`config.mk`:
```
export PLATFORM = sky130hd
export DESIGN_NAME = dss_status_top
export DESIGN_NICKNAME = d
export VERILOG_FILES = /design/src/logic/dss_pkg.sv /design/src/logic/dss_scan_gen.sv /design/src/logic/dss_fifo.sv /design/src/logic/dss_status_top.sv
export SDC_FILE = /design/constraint.sdc
export NUM_CORES = 1
export LEC_CHECK = 0
export BUFFER_PORTS_ARGS = -buffer_cell sky130_fd_sc_hd__buf_4
export CAP_MARGIN = 10
export CORE_MARGIN = 8
export CORE_UTILIZATION = 45
export CTS_CLUSTER_SIZE = 40
export DETAILED_ROUTE_END_ITERATION = 8
export PLACE_DENSITY_LB_ADDON = 0.2
export SETUP_SLACK_MARGIN = 0.2
export SYNTH_ARGS = -nofsm -noshare
export SYNTH_HDL_FRONTEND = slang
export SYNTH_HIERARCHICAL = 1
export SYNTH_SLANG_ARGS = --single-unit
```
`constraint.sdc`:
```
create_clock -name pclk -period 7.6 [get_ports pclk]
set_input_delay 0 -clock pclk [delete_from_list [all_inputs] [get_ports pclk]]
set_output_delay 0 -clock pclk [all_outputs]
set_load 0.01 [all_outputs]
```
`src/logic/dss_pkg.sv`:
```
package dss_pkg;

  // register byte addresses
  localparam logic [15:0] DSS_LOCK_OFF   = 16'h8300;
  localparam logic [15:0] DSS_GCFG_OFF   = 16'h8304;
  localparam logic [15:0] DSS_TCFG_OFF   = 16'h8308;
  localparam logic [15:0] DSS_SCTL_OFF   = 16'h830C;
  localparam logic [15:0] DSS_FSTAT_OFF  = 16'h8310;

  // timing configuration, general configuration and status control field positions
  localparam int DSS_VIRQ_BIT   = 31;
  localparam int DSS_VINA_BIT   = 30;
  localparam int DSS_LINA_BIT   = 29;
  localparam int DSS_RSVD_BIT   = 28;
  localparam int DSS_DDC_BIT    = 27;
  localparam int DSS_TCFG_W     = 27;
  localparam int DSS_FLE_BIT    = 0;
  localparam int DSS_CLR_VIRQ   = 0;
  localparam int DSS_CLR_UNDR   = 1;

  // values after reset, and the unlock key
  localparam logic [DSS_TCFG_W-1:0] DSS_TCFG_RST = 27'h0000000;
  localparam logic                  DSS_FLE_RST  = 1'b0;
  localparam logic                  DSS_UNLK_RST = 1'b0;
  localparam logic [31:0]           DSS_UNLOCK_KEY = 32'h0000A5A5;

  // scan timing defaults, in pixel clocks and lines
  localparam logic [11:0] DSS_H_ACTIVE = 12'h280;
  localparam logic [11:0] DSS_H_TOTAL  = 12'h320;
  localparam logic [11:0] DSS_V_ACTIVE = 12'h1E0;
  localparam logic [11:0] DSS_V_TOTAL  = 12'h20D;

  // display fifo shape
  localparam int DSS_FIFO_W     = 64;
  localparam int DSS_FIFO_DEPTH = 8;

endpackage : dss_pkg

```
`src/logic/dss_scan_gen.sv`:
```
`timescale 1ns/100ps
module dss_scan_gen #(
  parameter logic [11:0] H_ACTIVE = dss_pkg::DSS_H_ACTIVE,
  parameter logic [11:0] H_TOTAL  = dss_pkg::DSS_H_TOTAL,
  parameter logic [11:0] V_ACTIVE = dss_pkg::DSS_V_ACTIVE,
  parameter logic [11:0] V_TOTAL  = dss_pkg::DSS_V_TOTAL
) (
  input  wire logic        pclk,
  input  wire logic        presetn,
  output logic             line_inactive,
  output logic             vert_inactive,
  output logic             vblank_start,
  output logic [11:0]      line_count
);
  import dss_pkg::*;

  typedef struct packed {
    logic [11:0] h;
    logic [11:0] v;
    logic        hi;
    logic        vi;
    logic        vs;
  } dss_scan_t;

  dss_scan_t r;
  dss_scan_t n;

  always_comb begin
    n    = r;
    n.vs = 1'b0;
    if (r.h == H_TOTAL - 12'h001) begin
      n.h = 12'h000;
      if (r.v == V_TOTAL - 12'h001) begin
        n.v = 12'h000;
      end else begin
        n.v = r.v + 12'h001;
      end
      // one pulse as the first non-active line begins
      n.vs = (n.v == V_ACTIVE);
    end else begin
      n.h = r.h + 12'h001;
    end
    n.hi = (n.h >= H_ACTIVE);
    n.vi = (n.v >= V_ACTIVE);
  end

  always_ff @(posedge pclk or negedge presetn) begin
    if (!presetn) begin
      r <= '0;
    end else begin
      r <= n;
    end
  end

  assign line_inactive = r.hi;
  assign vert_inactive = r.vi;
  assign vblank_start  = r.vs;
  assign line_count    = r.v;

endmodule : dss_scan_gen

```
`src/logic/dss_fifo.sv`:
```
`timescale 1ns/100ps
module dss_fifo #(
  parameter int W     = dss_pkg::DSS_FIFO_W,
  parameter int DEPTH = dss_pkg::DSS_FIFO_DEPTH
) (
  input  wire logic                     pclk,
  input  wire logic                     presetn,
  input  wire logic                     load_en,
  input  wire logic                     wr_valid,
  input  wire logic [W-1:0]             wr_data,
  output logic                          wr_ready,
  input  wire logic                     rd_req,
  output logic [W-1:0]                  rd_data,
  output logic                          rd_valid,
  output logic                          underrun,
  output logic [$clog2(DEPTH):0]        level
);
  import dss_pkg::*;
  localparam int AW = $clog2(DEPTH);

  typedef struct packed {
    logic [DEPTH-1:0][W-1:0] mem;
    logic [AW-1:0]           wp;
    logic [AW-1:0]           rp;
    logic [AW:0]             cnt;
    logic [W-1:0]            rdat;
    logic                    rv;
    logic                    und;
  } dss_fifo_t;

  dss_fifo_t r;
  dss_fifo_t n;
  logic      do_wr;
  logic      do_rd;

  // no traffic at all while loading is disabled; contents are kept
  assign do_wr    = load_en & wr_valid & (r.cnt != DEPTH[AW:0]);
  assign do_rd    = load_en & rd_req & (r.cnt != '0);
  assign wr_ready = load_en & (r.cnt != DEPTH[AW:0]);

  always_comb begin
    n     = r;
    n.rv  = do_rd;
    n.und = load_en & rd_req & (r.cnt == '0);
    if (do_wr) begin
      n.mem[r.wp] = wr_data;
      n.wp        = r.wp + 1'b1;
    end
    if (do_rd) begin
      n.rdat = r.mem[r.rp];
      n.rp   = r.rp + 1'b1;
    end
    case ({do_wr, do_rd})
      2'b10:   n.cnt = r.cnt + 1'b1;
      2'b01:   n.cnt = r.cnt - 1'b1;
      default: n.cnt = r.cnt;
    endcase
  end

  always_ff @(posedge pclk or negedge presetn) begin
    if (!presetn) begin
      r <= '0;
    end else begin
      r <= n;
    end
  end

  assign rd_data  = r.rdat;
  assign rd_valid = r.rv;
  assign underrun = r.und;
  assign level    = r.cnt;

endmodule : dss_fifo

```
`src/logic/dss_status_top.sv`:
```
`timescale 1ns/100ps
module dss_status_top #(
  parameter int          FIFO_W     = dss_pkg::DSS_FIFO_W,
  parameter int          FIFO_DEPTH = dss_pkg::DSS_FIFO_DEPTH,
  parameter logic [11:0] H_ACTIVE   = dss_pkg::DSS_H_ACTIVE,
  parameter logic [11:0] H_TOTAL    = dss_pkg::DSS_H_TOTAL,
  parameter logic [11:0] V_ACTIVE   = dss_pkg::DSS_V_ACTIVE,
  parameter logic [11:0] V_TOTAL    = dss_pkg::DSS_V_TOTAL
) (
  input  wire logic                          pclk,
  input  wire logic                          presetn,
  input  wire logic                          psel,
  input  wire logic                          penable,
  input  wire logic                          pwrite,
  input  wire logic [15:0]                   paddr,
  input  wire logic [31:0]                   pwdata,
  output logic [31:0]                        prdata,
  output logic                               pready,
  output logic                               pslverr,
  input  wire logic                          ddc_input_pin,
  input  wire logic                          mem_valid,
  input  wire logic [FIFO_W-1:0]             mem_data,
  output logic                               mem_ready,
  input  wire logic                          pix_req,
  output logic [FIFO_W-1:0]                  pix_data,
  output logic                               pix_valid,
  output logic                               line_inactive,
  output logic                               vert_inactive
);
  import dss_pkg::*;

  localparam int LW = $clog2(FIFO_DEPTH) + 1;

  typedef struct packed {
    logic [31:0]           rdat;
    logic                  unlocked;
    logic                  fifo_load_enable;
    logic                  vert_irq_pending;
    logic                  underrun_seen;
    logic                  ddc_in_status;
    logic [DSS_TCFG_W-1:0] tcfg;
  } dss_regs_t;

  dss_regs_t   r;
  dss_regs_t   n;

  logic        setup_ph;
  logic        access_ph;
  logic        wr_acc;
  logic        li;
  logic        vi;
  logic        vb_start;
  logic [11:0] line_no;
  logic        underrun;
  logic [LW-1:0] level;
  logic [31:0] rd_word;

  // one decode serves both the error answer and the write enable
  function automatic logic addr_hit(input logic [15:0] a);
    addr_hit = (a == DSS_LOCK_OFF) || (a == DSS_GCFG_OFF) || (a == DSS_TCFG_OFF) ||
               (a == DSS_SCTL_OFF) || (a == DSS_FSTAT_OFF);
  endfunction : addr_hit

  function automatic logic is_reg(input logic [15:0] a, input logic [15:0] off);
    is_reg = (a == off);
  endfunction : is_reg

  dss_scan_gen #(
    .H_ACTIVE (H_ACTIVE),
    .H_TOTAL  (H_TOTAL),
    .V_ACTIVE (V_ACTIVE),
    .V_TOTAL  (V_TOTAL)
  ) u_scan (
    .pclk          (pclk),
    .presetn       (presetn),
    .line_inactive (li),
    .vert_inactive (vi),
    .vblank_start  (vb_start),
    .line_count    (line_no)
  );

  dss_fifo #(
    .W     (FIFO_W),
    .DEPTH (FIFO_DEPTH)
  ) u_fifo (
    .pclk     (pclk),
    .presetn  (presetn),
    .load_en  (r.fifo_load_enable),
    .wr_valid (mem_valid),
    .wr_data  (mem_data),
    .wr_ready (mem_ready),
    .rd_req   (pix_req),
    .rd_data  (pix_data),
    .rd_valid (pix_valid),
    .underrun (underrun),
    .level    (level)
  );

  assign setup_ph  = psel & ~penable;
  assign access_ph = psel & penable;
  assign wr_acc    = access_ph & pwrite & addr_hit(paddr);

  // read word assembled from live state; sampled in the setup cycle
  always_comb begin
    rd_word = 32'h00000000;
    if (is_reg(paddr, DSS_LOCK_OFF)) begin
      rd_word[0] = r.unlocked;
    end else if (is_reg(paddr, DSS_GCFG_OFF)) begin
      rd_word[DSS_FLE_BIT] = r.fifo_load_enable;
    end else if (is_reg(paddr, DSS_TCFG_OFF)) begin
      rd_word[DSS_TCFG_W-1:0]  = r.tcfg;
      rd_word[DSS_VIRQ_BIT]    = r.vert_irq_pending;
      rd_word[DSS_VINA_BIT]    = vi;
      rd_word[DSS_LINA_BIT]    = li;
      rd_word[DSS_RSVD_BIT]    = 1'b0;
      rd_word[DSS_DDC_BIT]     = r.ddc_in_status;
    end else if (is_reg(paddr, DSS_SCTL_OFF)) begin
      rd_word[DSS_CLR_VIRQ] = r.vert_irq_pending;
      rd_word[DSS_CLR_UNDR] = r.underrun_seen;
    end else if (is_reg(paddr, DSS_FSTAT_OFF)) begin
      rd_word[LW-1:0]  = level;
      rd_word[27:16]   = line_no;
    end
  end

  always_comb begin
    n               = r;
    n.ddc_in_status = ddc_input_pin;
    if (setup_ph) begin
      n.rdat = rd_word;
    end
    if (wr_acc) begin
      if (is_reg(paddr, DSS_LOCK_OFF)) begin
        n.unlocked = (pwdata == DSS_UNLOCK_KEY);
      end
      if (is_reg(paddr, DSS_GCFG_OFF)) begin
        // panel power-down or crt blanking is left to software
        n.fifo_load_enable = pwdata[DSS_FLE_BIT];
      end
      if (is_reg(paddr, DSS_TCFG_OFF) && r.unlocked) begin
        // status bits above the stored field are read-only
        n.tcfg = pwdata[DSS_TCFG_W-1:0];
      end
      if (is_reg(paddr, DSS_SCTL_OFF)) begin
        if (pwdata[DSS_CLR_VIRQ]) begin
          n.vert_irq_pending = 1'b0;
        end
        if (pwdata[DSS_CLR_UNDR]) begin
          n.underrun_seen = 1'b0;
        end
      end
    end
    // sets come last so an event in the clear cycle survives
    if (vb_start) begin
      n.vert_irq_pending = 1'b1;
    end
    if (underrun) begin
      n.underrun_seen = 1'b1;
    end
  end

  always_ff @(posedge pclk or negedge presetn) begin
    if (!presetn) begin
      r                  <= '0;
      r.unlocked         <= DSS_UNLK_RST;
      r.fifo_load_enable <= DSS_FLE_RST;
      r.tcfg             <= DSS_TCFG_RST;
    end else begin
      r <= n;
    end
  end

  assign prdata        = r.rdat;
  assign pready        = access_ph;
  assign pslverr       = access_ph & ~addr_hit(paddr);
  assign line_inactive = li;
  assign vert_inactive = vi;

endmodule : dss_status_top

```
==> reports/results.txt <==
Hold endpoint -> r[31]
Pwr/cell area -> 210.8 nW/um2
Routed WL -> 76060 um
Most frequent cells after synthesis -> dfrtp_1, mux2_2, mux2i_1, nand2_1, a22oi_1
Total negative slack -> 0 ps
Max Freq -> 304.5 MHz
Final Non-Filler Cells -> 3540
Layout cell share with drive strength beyond 1 -> 36.01%
Slew HR -> 25.36%
Worst hold path type -> input port to flip-flop
Setup CP Type -> flip-flop to flip-flop
Status -> finished, final reports clean
Vias in the first global route -> 20810
Lkg Pwr -> 17.30 nW
Post-synth EDFFs -> 0
Die X -> 279.2 um
Most instantiated library cell after synthesis -> dfrtp_1
Final ANT Viol Nets -> 0
Seq/Total Area, Yosys -> 54.44%
Post-Synth Simple-Gate Area -> 5.753%
Max Clock Skew -> 34.36 ps
Final setup vio count -> 0
Total GRT Usage -> 19.49%
Final WS setup -> 4316 ps
Starting density of the core -> 45.44%
Critical path peak fanout -> 27
First-pass GRT wire length -> 121600 um
Post-place setup slack -> 4357 ps
Reg-to-reg setup timing slack -> 4320 ps
# DRC -> 0
CTS buffer count -> 76
First-pass detailed-route iteration total -> 5
HP Start -> pwdata[29]
Yosys Warn Count -> 6
Final Cycle Share -> 43.21%
Root buf cell -> clkbuf_16
Synth top area cells -> dfrtp_1, mux2_2, mux2i_1
PortBufs -> 220
Post-cts hold buffer count -> 129
Drt wl/cell -> 21.49 um
Post-synthesis mux area share -> 27.88%
Area leader, netlist -> dfrtp_1
Fillers -> 5839
Antenna violations before repair -> 6
Die H -> 279.2 um
GPL Wtd Cong -> 0.8009
Yosys cell types -> 65
Top FF cell, synth -> dfrtp_1
Total setup buffers inserted after CTS -> 0
Unrepaired setup endpoints after global routing -> no
Req. time, crit path -> 8070 ps
Worst-Skew Late Latency -> 620 ps
Syn Inst Count -> 2353
Largest family of logic cells by synthesized area -> multiplexers
Post-Synth Adder-Cell Area -> 0.3212%
Nets@finish -> 2677
FF-to-FF Start -> u_fifo/level[0]
Pin count of the biggest net entering global routing -> 166
CTS sink cnt -> 678
VDD IR max -> 120.6 uV
Syn nets -> 2481
MaxCap Viol Count -> 0
Syn-to-layout area delta -> 16.97%
Bufs on Longest Clock Path -> 3
H-tree depth -> 3
Post-CTS Resized -> 0
Register bit total from synthesis -> 678
Worst Tran Pin Value -> 1111 ps
Core Region -> 68590 um2
WHS Path Cells -> 5
Via/cell ratio -> 5.458
Synthesized area per cell -> 13.24 um2
Top-area cell type share of the netlist area -> 54.44%
Num ports -> 222
Grt total ovfl -> 0
Reg2Reg Depth -> 10
Final hold violation count -> 0
CP Launch Type -> flip-flop
Reg clk slew, reported paths -> 60 ps
DR vias -> 19320
Minimum hold slack -> 26.26 ps
Max-slew violations -> 0
Final min period -> 3284 ps
CTS tree -> yes
Mapped Area -> 31160 um2
Worst flop-to-flop path endpoint -> u_fifo/level[2]
Critical Path AT -> 3760 ps
Placed Instances -> 3273
Asr flop ratio synth -> 100.0%
Number of cell rows -> 96
Post-synthesis xor/xnor area fraction -> 0.7307%
Post-DP HPWL -> 43040 um
CP Capture Type -> flip-flop
Compound-gate portion of the synthesized area -> 5.067%
Full die area -> 77930 um2
First-iteration detailed-routing DRC count -> 1294
worst max-delay path by stage:
stage,start,end,slack [ps]
after floorplan,u_fifo/level[1],u_fifo/level[2],4990
after global placement,u_fifo/level[1],u_fifo/level[2],4380
after detailed placement,u_fifo/r[70],u_fifo/rd_data[55],4360
after CTS,u_fifo/level[0],u_fifo/level[2],4330
after global routing,u_fifo/level[1],u_fifo/level[2],4100
final,u_fifo/level[0],u_fifo/level[2],4320
kinds of logic (layout without fill, tap and decap cells):
kind of cell,count (synthesis),count (layout)
AOI/OAI and AO/OA,216,216
muxes,800,800
DFF,678,678
buffers and inverters,272,524
other,1,5
adders and majority gates,8,8
xor gates and xnor gates,26,26
and+or+nand+nor,352,352
final cells by class:
class                      count  area [um2]  area share [%]
antenna                        4       10.01         0.02746
clock buffer                 115        2351           6.449
inverter                      11       41.29          0.1133
tap                          931        1165           3.195
timing repair buffer         379        3236           8.876
clock inverter                19       235.2          0.6453
multi-input combinational   1403       12450           34.14
sequential                   678       16970           46.55
state kept, by name, summed over array words and instances, names as in the netlist:
name,flops
prdata,31
r,32
u_fifo/level,4
u_fifo/r,518
u_fifo/rd_data,64
u_fifo/rd_valid,1
u_fifo/underrun,1
u_scan/line_count,12
u_scan/line_inactive,1
u_scan/r,12
u_scan/vblank_start,1
u_scan/vert_inactive,1
through the flow:
step	total power, W	instance area (um2)	utilization [%]
after floorplan	0.003793	31160	-
after global placement	0.003960	32560	47.47
after detailed placement	0.003972	32560	47.47
after CTS	0.007801	36440	53.14
after global routing	0.007987	36450	53.15
final	0.007685	36450	53.15
worst max-delay path: stages (launching register included):
cell and delay [ps]:
dfrtp_1 480, nor4_1 420, or2_4 500, inv_2 420, ha_1 400, xor2_1 170, ha_1 200, a21oi_1 140
xor2_1 190, nor2_1 70, xor2_1 140
routing by layer:
| metal | global-route usage, % | share of wire [%] | routed length [um] | vias to the layer above |
|---|---|---|---|---|
| li1 | - | - | - | 8764 |
| met1 | 26.15 | 45 | 34470 | 10040 |
| met4 | 5.735 | 2.1 | 1618 | 4 |
| met5 | 0 | 0.029 | 22 | - |
| met3 | 3.398 | 4.4 | 3336 | 114 |
| met2 | 32.26 | 48 | 36610 | 403 |
cell usage in the layout (no fill, tap or decap), types with 27 or more instances in the layout:
| cell type | n |
|---|---|
| a22oi_1 | 142 |
| buf_4 | 245 |
| clkbuf_16 | 78 |
| dfrtp_1 | 677 |
| dlygate4sd3_1 | 128 |
| mux2_2 | 533 |
| mux2i_1 | 256 |
| nand2_1 | 167 |
| nand3_1 | 77 |
| o21ai_0 | 27 |
power breakdown:
group,internal (W),switching (W),leakage (nW),total (W)
logic,0.000129,0.000161,6.70,0.000289
clock network,0.00230,0.00144,1.29,0.00373
registers,0.00365,0.0000168,9.31,0.00366
total,0.00607,0.00161,17.3,0.00769
Power figures use the tool's default switching activity.
